**config.mk**
```make
export PLATFORM = sky130hd
export DESIGN_NAME = crc_spi_config
export DESIGN_NICKNAME = d
export VERILOG_FILES = /design/src/logic/crc_spi_config.v /design/src/logic/crc4_check.v
export VERILOG_INCLUDE_DIRS = /design/src /design/src/logic
export SDC_FILE = /design/constraint.sdc
export NUM_CORES = 1
export LEC_CHECK = 0
export BUFFER_PORTS_ARGS = -buffer_cell sky130_fd_sc_hd__buf_2
export CORE_MARGIN = 1
export CORE_UTILIZATION = 43
export DETAILED_ROUTE_END_ITERATION = 7
export PLACE_DENSITY = 0.62
export SLEW_MARGIN = 5
export SYNTH_ARGS = -nofsm -noshare
export SYNTH_HDL_FRONTEND = slang
export SYNTH_SLANG_ARGS = --single-unit
```
**constraint.sdc**
```tcl
create_clock -name mclk -period 8.34 [get_ports mclk]
set_clock_uncertainty 0.05 [all_clocks]
set_input_delay 0.417 -clock mclk [delete_from_list [all_inputs] [get_ports mclk]]
set_output_delay 0.417 -clock mclk [all_outputs]
set_load 0.05 [all_outputs]
```
**src/logic/crc_spi_config_regs.vh**
```
// constants of the serial configuration port and its watchdog
`ifndef CRC_SPI_CONFIG_REGS_VH
`define CRC_SPI_CONFIG_REGS_VH

// command word layout
`define CMD_W 12
`define FRAME_BITS 5'd16
`define CNT_SAT 5'd17
`define CRC_W 4
`define BIT_RSVD 11
`define BIT_SS_FAST 10
`define BIT_PH2_KEEP 9
`define BIT_CKO_EN 8
`define BIT_CKO_45 7
`define VOUT_MSB 6
`define VOUT_LSB 0

// reset values: control bits and voltage code zero; strap defaults for the voltage code follow
`define CTRL_RST 4'h0
`define VOUT_RST 7'h00
`define VOUT_60V 7'h66
`define VOUT_36V 7'h36

// crc generator and step count
`define CRC_DIV 16'h9800
`define CRC_STEPS 12

// mode strap codes
`define MODE_GND 2'b00
`define MODE_HALF 2'b01

// watchdog: 20 ms at 100 MHz
`define WDOG_MS 21'd20
`define CLK_KHZ 21'd100000
`define WDOG_CYC (`WDOG_MS * `CLK_KHZ)

// switching clock divider and phase points; a period divisible by eight keeps 45 degrees exact
`define SW_PERIOD 8'd96
`define SW_HALF (`SW_PERIOD >> 1)
`define SW_QUARTER (`SW_PERIOD >> 2)
`define SW_EIGHTH (`SW_PERIOD >> 3)

`endif

```
**src/logic/crc_spi_config.v**
```verilog
// serial configuration port with keepalive timer, phase clocks and gate latches
`default_nettype none
`include "crc_spi_config_regs.vh"

// Function
// RULE_01 - write-only serial port loads one 12-bit command register, no readback
// RULE_02 - host always sends command bit 11 as zero
// RULE_03 - bit 10 selects four-times faster soft-start; default zero; watchdog keeps it
// RULE_04 - bit 9 keeps phase two at light load; default zero; watchdog keeps it
// RULE_05 - bit 8 enables clock output pin; default zero; watchdog keeps it
// RULE_06 - bit 7 sets clock output phase: zero ninety, one forty-five degrees
// RULE_07 - bits 6..0 hold twice the target voltage minus nine volts
// RULE_08 - watchdog expiry restores only the voltage field to the strap default
// RULE_09 - each frame is a 4-bit check code ahead of the 12-bit word
// RULE_10 - with watchdog on, a valid command every 20 ms or defaults return
// RULE_11 - check code is crc with polynomial x^4 + x + 1 over the word
// RULE_12 - crc register seeds to all ones so an all-zero frame fails
// RULE_13 - host builds the code with the shift-and-reduce reference routine
// RULE_14 - mode at supply rail: 60 V start, watchdog on, 60 V on expiry
// RULE_15 - mode at half rail or open: 36 V start and 36 V on expiry
// RULE_16 - mode grounded: no watchdog, start-up waits for a valid command
// RULE_17 - phase two stops below 12.5 percent, restarts above 25 percent
// RULE_18 - the two phase clocks sit 180 degrees apart
// RULE_19 - per phase latch set by clock, gate on while set, reset on overcurrent
// RULE_20 - clock output of one part feeds sync input of the next; this part has no sync input, its switching divider free-runs
// RULE_21 - data bits captured on rising serial clock edges
// RULE_22 - host frames each command with chip select while shifting data
// RULE_23 - disabled clock output pin is released to high impedance
// RULE_24 - msb first, crc first, one select; evaluated when select releases
// RULE_25 - frames not sixteen bits or failing crc change nothing
module crc_spi_config #(
  parameter [20:0] WDOG_CYCLES = `WDOG_CYC
) (
  input wire mclk,
  input wire rst_b,
  input wire spi_clk,
  input wire spi_sel_b,
  input wire serial_data_in,
  input wire [1:0] mode_strap,
  input wire enable_pin,
  input wire phase1_over_limit,
  input wire phase2_over_limit,
  input wire load_below_low,
  input wire load_above_high,
  output wire [6:0] vout_code,
  output wire soft_start_fast,
  output reg regulator_run_ff,
  output reg phase1_gate_drive_ff,
  output reg phase2_gate_drive_ff,
  output reg clock_out_pin_ff,
  output reg clock_out_pin_oe_b_ff
);

  // synchroniser stages for every pin input
  reg [1:0] sck_sync_ff;
  reg [1:0] sel_sync_ff;
  reg [1:0] sdi_sync_ff;
  reg [1:0] en_sync_ff;
  reg [1:0] oc1_sync_ff;
  reg [1:0] oc2_sync_ff;
  reg [1:0] lo_sync_ff;
  reg [1:0] hi_sync_ff;
  reg [3:0] mode_sync_ff;
  reg sck_prev_ff;
  reg sel_prev_ff;

  // receive path
  reg [15:0] shift_ff;
  reg [4:0] bit_cnt_ff;
  reg [11:0] config_command_word_ff;

  // strap capture and watchdog
  reg [1:0] strap_cnt_ff;
  reg strap_done_ff;
  reg [1:0] mode_ff;
  reg [6:0] vout_dflt_ff;
  reg target_valid_ff;
  reg [20:0] wdog_cnt_ff;

  // switching clocks and phase state
  reg [7:0] sw_cnt_ff;
  reg phase2_active_ff;
  reg latch1_ff;
  reg latch2_ff;

  wire sck_s;
  wire sel_s;
  wire sdi_s;
  wire en_s;
  wire sck_rise;
  wire sel_rise;
  wire [3:0] crc_calc;
  wire frame_ok;
  wire wdog_on;
  wire wdog_expire;
  wire pulse1;
  wire pulse2;
  wire [7:0] cko_start;
  wire [7:0] cko_stop;

  // second stage only feeds logic; first stage is read by nothing else
  assign sck_s = sck_sync_ff[1];
  assign sel_s = sel_sync_ff[1];
  assign sdi_s = sdi_sync_ff[1];
  assign en_s = en_sync_ff[1];

  // the serial clock is slow next to mclk, so edges are found by sampling
  assign sck_rise = sck_s & ~sck_prev_ff;
  assign sel_rise = sel_s & ~sel_prev_ff;

  crc4_check u_crc (
    .word(shift_ff[11:0]),
    .crc(crc_calc)
  );

  // exact length and matching code, judged when select goes high
  assign frame_ok = sel_rise && (bit_cnt_ff == `FRAME_BITS) && // RULE_24 RULE_25
    (shift_ff[15:12] == crc_calc); // RULE_09 RULE_11

  assign wdog_on = strap_done_ff && (mode_ff != `MODE_GND); // RULE_16
  assign wdog_expire = wdog_on && (wdog_cnt_ff == WDOG_CYCLES - 21'h1); // RULE_10

  // field outputs come straight from the command register
  assign vout_code = config_command_word_ff[`VOUT_MSB:`VOUT_LSB]; // RULE_07
  assign soft_start_fast = config_command_word_ff[`BIT_SS_FAST]; // RULE_03

  // two-flop synchronisers
  always @(posedge mclk or negedge rst_b) begin
    if (!rst_b) begin
      sck_sync_ff <= 2'b00;
      sel_sync_ff <= 2'b11;
      sdi_sync_ff <= 2'b00;
      en_sync_ff <= 2'b00;
      oc1_sync_ff <= 2'b00;
      oc2_sync_ff <= 2'b00;
      lo_sync_ff <= 2'b00;
      hi_sync_ff <= 2'b00;
      mode_sync_ff <= 4'h0;
      sck_prev_ff <= 1'b0;
      sel_prev_ff <= 1'b1;
    end else begin
      sck_sync_ff <= {sck_sync_ff[0], spi_clk};
      sel_sync_ff <= {sel_sync_ff[0], spi_sel_b};
      sdi_sync_ff <= {sdi_sync_ff[0], serial_data_in};
      en_sync_ff <= {en_sync_ff[0], enable_pin};
      oc1_sync_ff <= {oc1_sync_ff[0], phase1_over_limit};
      oc2_sync_ff <= {oc2_sync_ff[0], phase2_over_limit};
      lo_sync_ff <= {lo_sync_ff[0], load_below_low};
      hi_sync_ff <= {hi_sync_ff[0], load_above_high};
      mode_sync_ff <= {mode_sync_ff[1:0], mode_strap};
      sck_prev_ff <= sck_s;
      sel_prev_ff <= sel_s;
    end
  end

  // shift in msb first on rising serial clock while selected; count saturates
  always @(posedge mclk or negedge rst_b) begin
    if (!rst_b) begin
      shift_ff <= 16'h0000;
      bit_cnt_ff <= 5'h00;
    end else if (sel_s) begin
      bit_cnt_ff <= 5'h00; // RULE_24
    end else if (sck_rise) begin
      shift_ff <= {shift_ff[14:0], sdi_s}; // RULE_21 RULE_24
      if (bit_cnt_ff != `CNT_SAT) begin
        bit_cnt_ff <= bit_cnt_ff + 5'h01;
      end
    end
  end

  // strap is read a few cycles after release, once the synchroniser holds real data
  always @(posedge mclk or negedge rst_b) begin
    if (!rst_b) begin
      strap_cnt_ff <= 2'b00;
      strap_done_ff <= 1'b0;
      mode_ff <= `MODE_GND;
      vout_dflt_ff <= `VOUT_RST;
    end else if (!strap_done_ff) begin
      strap_cnt_ff <= strap_cnt_ff + 2'b01;
      if (strap_cnt_ff == 2'b11) begin
        strap_done_ff <= 1'b1;
        mode_ff <= mode_sync_ff[3:2];
        if (mode_sync_ff[3:2] == `MODE_HALF) begin
          vout_dflt_ff <= `VOUT_36V; // RULE_15
        end else if (mode_sync_ff[3:2] != `MODE_GND) begin
          vout_dflt_ff <= `VOUT_60V; // RULE_14
        end
      end
    end
  end

  // command register: write only, no path back to the host
  always @(posedge mclk or negedge rst_b) begin
    if (!rst_b) begin
      config_command_word_ff <= {1'b0, `CTRL_RST, `VOUT_RST};
      target_valid_ff <= 1'b0;
    end else if (frame_ok) begin
      // reserved bit 11 is stored but steers nothing
      config_command_word_ff <= shift_ff[11:0]; // RULE_01
      target_valid_ff <= 1'b1; // RULE_16
    end else if (wdog_expire) begin
      // only the voltage field returns; control bits stay as written
      config_command_word_ff[`VOUT_MSB:`VOUT_LSB] <= vout_dflt_ff; // RULE_08
    end else if (strap_done_ff && !target_valid_ff && mode_ff != `MODE_GND) begin
      config_command_word_ff[`VOUT_MSB:`VOUT_LSB] <= vout_dflt_ff; // RULE_14 RULE_15
      target_valid_ff <= 1'b1;
    end
  end

  // keepalive timer: a valid frame restarts it, a bad frame leaves it alone
  always @(posedge mclk or negedge rst_b) begin
    if (!rst_b) begin
      wdog_cnt_ff <= 21'h000000;
    end else if (!wdog_on || frame_ok || wdog_expire) begin
      wdog_cnt_ff <= 21'h000000; // RULE_10 RULE_25
    end else begin
      wdog_cnt_ff <= wdog_cnt_ff + 21'h000001;
    end
  end

  // start-up waits for enable, the strap and a programmed target
  always @(posedge mclk or negedge rst_b) begin
    if (!rst_b) begin
      regulator_run_ff <= 1'b0;
    end else begin
      regulator_run_ff <= en_s && strap_done_ff && target_valid_ff; // RULE_16
    end
  end

  // switching clock divider; stands in for the oscillator
  always @(posedge mclk or negedge rst_b) begin
    if (!rst_b) begin
      sw_cnt_ff <= 8'h00;
    end else if (sw_cnt_ff == `SW_PERIOD - 8'h01) begin
      sw_cnt_ff <= 8'h00;
    end else begin
      sw_cnt_ff <= sw_cnt_ff + 8'h01;
    end
  end

  // phase pulses half a period apart
  assign pulse1 = (sw_cnt_ff == 8'h00); // RULE_18
  assign pulse2 = (sw_cnt_ff == `SW_HALF); // RULE_18

  // light-load dropping with hysteresis between the two thresholds
  always @(posedge mclk or negedge rst_b) begin
    if (!rst_b) begin
      phase2_active_ff <= 1'b1;
    end else if (config_command_word_ff[`BIT_PH2_KEEP]) begin
      phase2_active_ff <= 1'b1; // RULE_04
    end else if (lo_sync_ff[1]) begin
      phase2_active_ff <= 1'b0; // RULE_17
    end else if (hi_sync_ff[1]) begin
      phase2_active_ff <= 1'b1; // RULE_17
    end
  end

  // set-reset latches; the set pulse wins so a stale overcurrent cannot skip a cycle
  always @(posedge mclk or negedge rst_b) begin
    if (!rst_b) begin
      latch1_ff <= 1'b0;
      latch2_ff <= 1'b0;
    end else begin
      if (!regulator_run_ff) begin
        latch1_ff <= 1'b0;
      end else if (pulse1) begin
        latch1_ff <= 1'b1; // RULE_19
      end else if (oc1_sync_ff[1]) begin
        latch1_ff <= 1'b0; // RULE_19
      end
      if (!regulator_run_ff || !phase2_active_ff) begin
        latch2_ff <= 1'b0; // RULE_17
      end else if (pulse2) begin
        latch2_ff <= 1'b1; // RULE_19
      end else if (oc2_sync_ff[1]) begin
        latch2_ff <= 1'b0; // RULE_19
      end
    end
  end

  // gate drives follow the latches, registered so the pins come from flops
  always @(posedge mclk or negedge rst_b) begin
    if (!rst_b) begin
      phase1_gate_drive_ff <= 1'b0;
      phase2_gate_drive_ff <= 1'b0;
    end else begin
      phase1_gate_drive_ff <= latch1_ff; // RULE_19
      phase2_gate_drive_ff <= latch2_ff; // RULE_19
    end
  end

  // clock output rises at the chosen offset after phase one and lasts half a period
  assign cko_start = config_command_word_ff[`BIT_CKO_45] ? `SW_EIGHTH : `SW_QUARTER; // RULE_06
  assign cko_stop = cko_start + `SW_HALF;

  always @(posedge mclk or negedge rst_b) begin
    if (!rst_b) begin
      clock_out_pin_ff <= 1'b0;
      clock_out_pin_oe_b_ff <= 1'b1;
    end else begin
      clock_out_pin_oe_b_ff <= ~config_command_word_ff[`BIT_CKO_EN]; // RULE_05 RULE_23
      if (sw_cnt_ff == cko_start) begin
        clock_out_pin_ff <= 1'b1; // RULE_06
      end else if (sw_cnt_ff == cko_stop) begin
        clock_out_pin_ff <= 1'b0;
      end
    end
  end

endmodule // crc_spi_config
`default_nettype wire

```
**src/logic/crc4_check.v**
```verilog
// four-bit check code generator for a twelve-bit command word
`default_nettype none
`include "crc_spi_config_regs.vh"

module crc4_check (
  input wire [11:0] word,
  output reg [3:0] crc
);

  reg [15:0] x;
  reg [15:0] p;
  integer i;

  // long division by a shifting divisor; the final flip of bit 0 carries the all-ones seed
  always @* begin
    x = {1'b0, word, 3'b000};
    p = `CRC_DIV;
    for (i = 0; i < `CRC_STEPS; i = i + 1) begin
      if ((x ^ p) < x) begin
        x = x ^ p; // RULE_11
      end
      p = p >> 1;
    end
    crc = x[3:0] ^ 4'h1; // RULE_12
  end

endmodule // crc4_check
`default_nettype wire

```
Word level (Yosys, flattened, before mapping):

Cells that the tools add are included.

* register bits after elaboration: 104
* input bits: 12
* output and inout bits: 13

* add/subtract/negate cells: 5
* $lt $le $gt $ge: 12
* eq/ne operators: 12
* mux-type cells: 39
* bitwise logic cells: 20
* reductions and logical operators: 31

Operator list (count)
* 16-bit < comparator: 11
* 7-bit 2-to-1 mux: 6
* 3-bit inverter: 11
* 21-bit by 1-bit adder with 21-bit output (second input constant): 1
* 21-bit equality test (second input constant): 1
* 21-bit 2-to-1 mux: 1
* 5-bit 2-to-1 mux: 4
* 16-bit by 15-bit < comparator with 1-bit output: 1
* 1-bit 2-to-1 mux: 16
* 16-bit 2-to-1 mux: 1
* 8-bit 2-to-1 mux: 2
* 15-bit 2-to-1 mux: 1
* 14-bit 2-to-1 mux: 1
* 2-bit nonzero test: 7
* 13-bit 2-to-1 mux: 1
* 12-bit 2-to-1 mux: 1
* 11-bit 2-to-1 mux: 1
* 10-bit 2-to-1 mux: 1
* 9-bit 2-to-1 mux: 1
* 3-bit nonzero test: 3
* 8-bit by 1-bit adder with 8-bit output (second input constant): 1
* 8-bit by 5-bit equality test with 1-bit output: 1
* 8-bit by 6-bit equality test with 1-bit output (second input constant): 1
* 8-bit by 7-bit equality test with 1-bit output: 1
* 22 further kinds: 43

Longest topological paths before layout:

Gate-level depths: netlist (run 1).

* word-level depth: 42
* gate-level depth with buffers: 8
* gate-level depth less buffers: 6

Hierarchy:

A second synthesis (run 1) with hierarchy kept.

* cell total of the unflattened synthesis: 364
* area total of the unflattened synthesis: 4350.4 um^2

Modules (own cells, without submodules)
* crc_spi_config: times used 1, cells each 350, area each 4156.5 um^2
* crc4_check: times used 1, cells each 14, area each 193.9 um^2

Worst setup path before layout (run 1):

No wires, ideal clock.

* path type: register to register
* from: register shift_ff[9]
* to: register config_command_word_ff[10]
* setup time: 125 ps
* arrival: 2496 ps
* data required time: 8165 ps
* path slack: 5669 ps
* cell stages (with the launch flop): 7
* buffers on the path: 1
* path through: dfrtp_1 xnor2_1 xor3_1 maj3_2 a2111oi_4 buf_6 mux2_2

* word-level cells in the longest chain between the ends: 39

Ends and longest elaborated chain
* from (decl): line crc_spi_config.v:68 `reg [15:0] shift_ff;`
* from (signal assigned): line crc_spi_config.v:164 `shift_ff <= {shift_ff[14:0], sdi_s};`
* 2-bit inverter with 3-bit output (no line)
* 16-bit by 15-bit < comparator with 1-bit output: line crc4_check.v:19 `if ((x ^ p) < x) begin`
* 16-bit 2-to-1 mux *: line crc4_check.v:19
* 3-bit inverter (no line)
* 16-bit < comparator: line crc4_check.v:19
* 15-bit 2-to-1 mux: line crc4_check.v:19
* 3-bit inverter (no line)
* 16-bit < comparator: line crc4_check.v:19
* [23 not listed]
* 16-bit < comparator: line crc4_check.v:19
* 6-bit 2-to-1 mux: line crc4_check.v:19
* 3-bit inverter (no line)
* 16-bit < comparator: line crc4_check.v:19
* 2-bit 2-to-1 mux: line crc4_check.v:19
* 1-bit inverter (no line)
* 4-bit equality test *: line crc_spi_config.v:118 `(shift_ff[15:12] == crc_calc);`
* 1-bit logical AND *: line crc_spi_config.v:117 `` assign frame_ok = sel_rise && (bit_cnt_ff == `FRAME_BITS) && ``
* to (signal assigned): line crc_spi_config.v:195 `` config_command_word_ff <= {1'b0, `CTRL_RST, `VOUT_RST}; ``
* to (signal assigned): line crc_spi_config.v:199 `config_command_word_ff <= shift_ff[11:0];`
* to (signal, indexed assignment): line crc_spi_config.v:203 `` config_command_word_ff[`VOUT_MSB:`VOUT_LSB] <= vout_dflt_ff; ``
* to (decl): line crc_spi_config.v:70 `reg [11:0] config_command_word_ff;`

Mark *: on every way between the ends. The rest lies on a longest branch, timed or not.
A chain may end at the register's enable or synchronous reset.

Final worst setup path (run 1):

* from: register shift_ff[9]
* to: register config_command_word_ff[4]

* word-level cells in the longest chain between the ends: 40

Ends and longest elaborated chain (line)
* 2-bit inverter with 3-bit output (no line)
* 16-bit by 15-bit < comparator with 1-bit output: crc4_check.v:19
* 16-bit 2-to-1 mux *: crc4_check.v:19
* 3-bit inverter (no line)
* 16-bit < comparator: crc4_check.v:19
* 15-bit 2-to-1 mux: crc4_check.v:19
* 3-bit inverter (no line)
* 16-bit < comparator: crc4_check.v:19
* [24 not listed]
* 6-bit 2-to-1 mux: crc4_check.v:19
* 3-bit inverter (no line)
* 16-bit < comparator: crc4_check.v:19
* 2-bit 2-to-1 mux: crc4_check.v:19
* 1-bit inverter (no line)
* 4-bit equality test *: crc_spi_config.v:118
* 1-bit logical AND *: crc_spi_config.v:117
* 3-bit nonzero test (no line) or 7-bit 2-to-1 mux (tied branches)

Marks and branches as above.

==> results.yml, run 1 <==
status:
  run_status: "completed"
power:
  p_comb_frac: 0.211
  internal-power_mw: 0.7481
  power_density_nw_per_um2: 222.7
  ir_worst_vdd_mv: 0.1436
  power_frac_seq: 0.524
  fin_total_pwr_mw: 1.056
  leakage_nw: 2.134
  clockPowerShare: 0.265
  swShare: 0.2914
  switchingPower_mw: 0.3076
logic_synthesis:
  synth_most_common_cell: "dfrtp_1"
  synth_common_cells: "95 x dfrtp_1, 28 x mux2_2, 24 x nor3_1"
  synth_edf_count: 0
  synth_seq_cells: 100
  synth_ff_type: "dfrtp_1"
  synthesis.area_sq_um: 4350
  syn_inst: 359
  yosysUniqueCellTypes: 42
  yosys.area.top_type: "dfrtp_1"
  synth_top_area_share: 0.5464
  synth.area.top_cells: "dfrtp_1 55%, mux2_2 7.2%, xnor2_1 4.6%"
  async_flop_share: 1.000
  avgSynthCellArea_sq_um: 12.12
  synth_nets: 378
  ys_seq_area_frac: 0.5766
  synth_warnings: 0
grt:
  grt_pass1_vias: 2623
  met1_usage: 0.2106
  grt_use_total: 0.1568
  global_route.usage.met3: 0.04000
  grt_most_used_layer: "met2"
  grt_pass1_wl_mm: 12.64
  grtUsageMet2: 0.2462
  grt-ovfl-total: 0
  grt_max_degree: 79
  antenna_found_initial: 0
cts:
  cts-buffers-inserted: 9
  clock_path_buffers: 2
  tritoncts: "built"
  cts-resized-gates: 0
  htreeDepth: 3
  clk_latency_ns: 0.36
  cts.sinks: 100
  path_clk_slew_ns: 0.10
  cts_root_buf: "clkbuf_8"
final_layout:
  final_core_util: 0.4850
  stdcell_area_sq_um: 4741
  drive_gt1_frac: 0.2031
  fin_cells: 517
  n_antenna_cell: 0
  nFillCells: 911
  area_growth_pct: 8.973
  nets: 398
worst_setup_path:
  cp_cell_sequence: "xnor2_1 -> xor3_1 -> maj3_2 -> a2111oi_4 -> buf_4 -> mux2_2"
  endpoint_kind: "flip-flop"
  reg2reg_slack_ns: 5.40
  worstRegToRegCells: 6
  crit_fanout: 33
  cp.arrival_ns: 3.14
  reg2reg_to: "config_command_word_ff[4]"
  start_kind: "flip-flop"
  r2r_start: "shift_ff[9]"
  criticalPathCategory: "flip-flop to flip-flop"
  cpPeakStageDelay_ns: 0.44
  cp_data_required_time_ns: 8.54
  cpMaxStageDelayCell: "dfrtp_1"
detailed_routing:
  drc: 0
  wl_per_cell_um: 13.72
  routed_wl_mm: 7.094
  ant_nets: 0
  vias: 2549
  drt_iter0_drc: 109
  viasPerCell: 4.930
  firstDrtPassIters: 4
place:
  place_inst: 500
  pre_cts_ws_ns: 5.423
  dp.final_hpwl_mm: 4.697
  dpl-instance-area_sq_um: 4554
  portBuffers: 24
  gp_congestion: 0.7240
sta:
  rsz0062_at_grt: "false"
  period_share: 0.3521
  holdWs_ns: 0.1006
  timing.final.ws_setup_ns: 5.403
  tightest_slew_ns: 0.9459
  setup_viol: 0
  min_period_ns: 2.937
  setup_tns_ns: 0
  final_max_slew_viol_count: 0
  max-slew-margin-rel: 0.3694
  hold_viol: 0
  fmax_mhz: 340.5
floorplanning:
  die_w_um: 102.6
  num_rows: 36
  core-area_sq_um: 9774
  initial_core_util: 0.4451
  die_area_sq_um: 10520
  io_pins: 25
  die_y_um: 102.6
worst_hold_path:
  hold_end: "mode_sync_ff[0]"
  worstHoldPathCells: 1
  hold_path_class: "primary input to flip-flop"
  holdCritStartpoint: "mode_strap[0]"
flow_run:
  drv_cap: 0
[registers in the layout (all words and copies together), names as in the netlist, 3 cells and up]
register / count
wdog_cnt_ff: 21
shift_ff: 16
config_command_word_ff: 11
sw_cnt_ff: 8
bit_cnt_ff: 5
mode_sync_ff: 4
vout_dflt_ff: 3
[how the worst max path moves through the flow]
stage                           start                         end  cells after the start
after global routing      shift_ff[9]   config_command_word_ff[4]                      6
after global placement    shift_ff[9]   config_command_word_ff[9]                      6
after detailed placement  shift_ff[9]   config_command_word_ff[5]                      6
after CTS                 shift_ff[9]   config_command_word_ff[4]                      6
after floorplan           shift_ff[9]  config_command_word_ff[10]                      6
final                     shift_ff[9]   config_command_word_ff[4]                      6
[placed cells by master, fill, tap and decap left out, drive strengths merged, types with 2 or more instances in the layout]
master	instances
dfrtp	95
mux2	28
buf	27
nor3	24
xnor2	23
nand2	21
xor2	21
nor2	21
inv	17
nand3	15
o21ai	12
clkbuf	10
nand4	7
ha	7
and3	5
dfstp	5
nand2b	4
xnor3	4
a21oi	4
nor3b	3
and2	3
mux2i	3
and4	2
nor4b	2
nor2b	2
clkinvlp	2
maj3	2
clkinv	2
[kinds of logic (layout without fill, tap and decap cells)]
kind of cell / after synthesis / in the layout / share of synthesized area
simple gates: 114 / 114 / 0.1332
flops: 100 / 100 / 0.5766
xor+xnor: 49 / 49 / 0.1148
buf+inv: 34 / 59 / 0.03767
mux: 31 / 31 / 0.07938
compound gates: 22 / 22 / 0.03336
fa+ha+maj: 9 / 9 / 0.02502
[layout make-up]
cell class	count	area [sq um]	area share
Sequential cell	100	2509	0.5292
Multi-Input combinational cell	225	1678	0.3539
Tap cell	133	166.4	0.03510
Timing Repair Buffer	28	155.1	0.03273
Clock buffer	10	127.6	0.02692
Inverter	15	56.30	0.01188
Clock inverter	6	48.80	0.01029
[what timing repair did]
item / 4_1_cts / 5_1_grt
hold buffers: 1 / 0
setup buffers: 0 / 0
hold endpoints to repair: 22 / 0
[worst max-delay path: cells and delay by family (launching register included)]
kind / cells / cell delay [ns]
multiplexers: 1 / 0.38
buffers and inverters: 1 / 0.41
adder cells (fa/ha/maj): 1 / 0.34
flip-flops: 1 / 0.44
XOR/XNOR: 2 / 0.84
AO/OA/AOI/OAI: 1 / 0.35
[layer usage]
metal / routed length, um / up-vias / part of all wire
met4: 97 / 0 / 0.014
li1: - / 1250 / -
met3: 182 / 7 / 0.026
met1: 3499 / 1267 / 0.49
met5: 0 / - / 0
met2: 3314 / 25 / 0.47
[power groups by stage]
| stage | Combinational (mW) | Clock (mW) | Sequential [mW] |
|---|---|---|---|
| finish | 0.223 | 0.280 | 0.553 |
| global route | 0.244 | 0.312 | 0.560 |
| CTS | 0.225 | 0.292 | 0.554 |
| detailed placement | 0.223 | 0 | 0.563 |
| global placement | 0.218 | 0 | 0.561 |
| floorplan | 0.192 | 0 | 0.552 |
(Power assumes the default switching activity.)
==> run 2, diff against run 1 <==
--- a/config.mk
+++ b/config.mk
@@ -6,11 +6,12 @@
 export SDC_FILE = /design/constraint.sdc
 export NUM_CORES = 1
 export LEC_CHECK = 0
+export ABC_AREA = 1
 export BUFFER_PORTS_ARGS = -buffer_cell sky130_fd_sc_hd__buf_2
 export CORE_MARGIN = 1
 export CORE_UTILIZATION = 43
 export DETAILED_ROUTE_END_ITERATION = 7
-export PLACE_DENSITY = 0.62
+export PLACE_DENSITY = 0.61
 export SLEW_MARGIN = 5
 export SYNTH_ARGS = -nofsm -noshare
 export SYNTH_HDL_FRONTEND = slang
==> constraint.sdc (replaced) <==
create_clock -name mclk -period 2.9 [get_ports mclk]
set_clock_uncertainty 0.05 [all_clocks]
set_input_delay 0.145 -clock mclk [delete_from_list [all_inputs] [get_ports mclk]]
set_output_delay 0.145 -clock mclk [all_outputs]
set_load 0.05 [all_outputs]
==> run 2 against run 1 <==
  * Largest power group unchanged
  * Wire length increased by 17%
  * Final area increased by 9.0%
  * Register-to-register slack got worse by 4.9 ns
  * Non-clock buffer count increased by 9
  * Total power increased to 3.0 times the previous value
  * Highest routed layer unchanged
  * Clock power increased to 3.2 times the previous value
  * Area after synthesis increased by 6.5%
==> results.yml, run 2 <==
final_layout:
  nets: 571
  drive_gt1_frac: 0.1634
  reg_top3: "wdog_cnt_ff (21), shift_ff (16), config_command_word_ff (11)"
  final_core_util: 0.4984
  layout_common_cells: "127 x nand2_1, 95 x dfrtp_1, 73 x inv_1"
  top_register: "wdog_cnt_ff"
  n_antenna_cell: 0
  mostFrequentLayoutCell: "nand2_1"
  largest_register_ffs: 21
  area_growth_pct: 11.53
sta:
  min_period_ns: 2.431
  final_max_slew_viol_count: 0
  period_share: 0.8382
  tightest_slew_ns: 0.7430
  max-slew-margin-rel: 0.5046
  fmax_mhz: 411.4
  setup_tns_ns: 0
  rsz0062_at_grt: "false"
  setup_viol: 0
  hold_viol: 0
grt:
  grt_pass1_wl_mm: 14.97
  grt_use_total: 0.1679
  grt_max_degree: 61
  grt_pass1_vias: 3374
  antenna_found_initial: 0
  grt-ovfl-total: 0
place:
  gp_congestion: 0.8893
  portBuffers: 24
  dp.final_hpwl_mm: 5.912
logic_synthesis:
  async_flop_share: 1.000
  ys_seq_area_frac: 0.5413
  synth-xor-area-share: 0.02457
  synth_warnings: 0
  yosysUniqueCellTypes: 39
  synth_ff_type: "dfrtp_1"
  synth_compound_area_frac: 0.05832
  synth_top_area_share: 0.5130
  synthAdderAreaFrac: 0.01890
  synth_simple_gate_area_share: 0.2711
  synth_nets: 535
  synth_top_family_by_area: "simple AND/OR/NAND/NOR gates"
  yosys.area.top_type: "dfrtp_1"
  syn_inst: 516
  synthMuxAreaShare: 0.004590
  synth_common_cells: "127 x nand2_1, 95 x dfrtp_1, 73 x inv_1"
  synth_edf_count: 0
  synth_most_common_cell: "nand2_1"
  synth_seq_cells: 100
  synth.area.top_cells: "dfrtp_1 51%, nand2_1 10%, inv_1 5.9%"
  synthesis.area_sq_um: 4634
  avgSynthCellArea_sq_um: 8.981
detailed_routing:
  viasPerCell: 4.795
  firstDrtPassIters: 4
  ant_nets: 0
  drt_iter0_drc: 144
  top_layer: "met4"
  wl_met2_mm: 4.136
  drc: 0
  vias: 3323
  drt-met1-wl_mm: 3.858
  routed_wl_mm: 8.312
  wl_per_cell_um: 11.99
  wl_met3_um: 266
worst_setup_path:
  crit_fanout: 18
  cp.arrival_ns: 2.62
  criticalPathCategory: "flip-flop to flip-flop"
  start_kind: "flip-flop"
  cp_data_required_time_ns: 3.09
  endpoint_kind: "flip-flop"
cts:
  tritoncts: "built"
  cts_root_buf: "clkbuf_8"
  cts.sinks: 100
  cts-resized-gates: 0
  clock_path_buffers: 2
  cts-buffers-inserted: 9
  post_cts_buffers: 0
  clk_latency_ns: 0.37
  cts-hold-fix-buffers: 11
  path_clk_slew_ns: 0.10
  htreeDepth: 3
floorplanning:
  io_pins: 25
  die_area_sq_um: 11200
  num_rows: 37
  core-area_sq_um: 10370
  initial_core_util: 0.4469
  die_y_um: 105.8
  die_w_um: 105.8
power:
  power_density_nw_per_um2: 608.7
  leakage_nw: 2.461
  ir_worst_vdd_mv: 0.4177
status:
  run_status: "completed"
flow_run:
  drv_cap: 0
worst_hold_path:
  hold_path_class: "flip-flop to flip-flop"
==> run 2: final cells by class <==
type / instances / area [sq um]
timing repair buffer: 37 / 260.3
clock buffer: 10 / 127.6
inverter: 75 / 281.5
sequential: 100 / 2509
clock inverter: 6 / 71.32
multi-input combinational: 329 / 1749
fill: 1005 / 5201
tap: 136 / 170.2
==> run 2: metal layers <==
layer,vias to the layer above,global-route usage
met2,49,0.2908
met4,0,0.04762
met3,4,0.04576
li1,1695,-
met1,1575,0.2045
met5,-,0
==> run 2: critical path: stages (launching register included) <==
cell and delay [ns]:
dfrtp_1 0.42, inv_1 0.17, nand2_1 0.09, nand2_1 0.11
nand2_1 0.06, nand2_1 0.12, nand2_2 0.07, nand2_1 0.09
nand2_1 0.07, nand3_1 0.08, nand2_1 0.08, nor2_4 0.16
nand4_4 0.27, nand2_4 0.35, nor3_1 0.09
==> run 2: report_power, final <==
part           internal, mW  leakage [nW]  total, mW  switching (mW)
logic                 0.236          1.11      0.695           0.459
registers              1.48          1.26       1.55          0.0702
clock network         0.407        0.0935      0.901           0.494
==> run 2: path summary, 6_finish.rpt <==
check	endpoint	slack, ns	cells after the start	startpoint
min in group asynchronous	latch1_ff	0.34	2	rst_b
hold / removal	sck_sync_ff[1]	0.31	0	sck_sync_ff[0]
hold reg to reg	sck_sync_ff[1]	0.31	0	sck_sync_ff[0]
setup / recovery	wdog_cnt_ff[5]	0.47	14	shift_ff[8]
setup reg to reg	wdog_cnt_ff[5]	0.47	14	shift_ff[8]
max in group asynchronous	clock_out_pin_oe_b_ff	1.72	3	rst_b
==> run 2: cells by family (layout without fill, tap and decap cells) <==
family	after synthesis	in the layout
buf+inv	87	128
compound gates	48	48
fa+ha+maj	7	7
mux	2	2
simple gates	259	259
xor+xnor	13	13
flops	100	100
==> run 2: metrics by stage <==
step	cell area (sq um)	power (mW)	std cells	setup WS, ns	hold slack (ns)
3_3_place_gp	4860	2.246	666	0.5254	0.2013
6_report	5169	3.146	693	0.4693	0.3051
2_1_floorplan	4634	2.122	516	0.9820	-0.2006
4_1_cts	5169	3.193	693	0.4487	0.3083
3_5_place_dp	4860	2.262	666	0.5008	0.2023
5_1_grt	5169	3.361	693	0.2124	0.3125
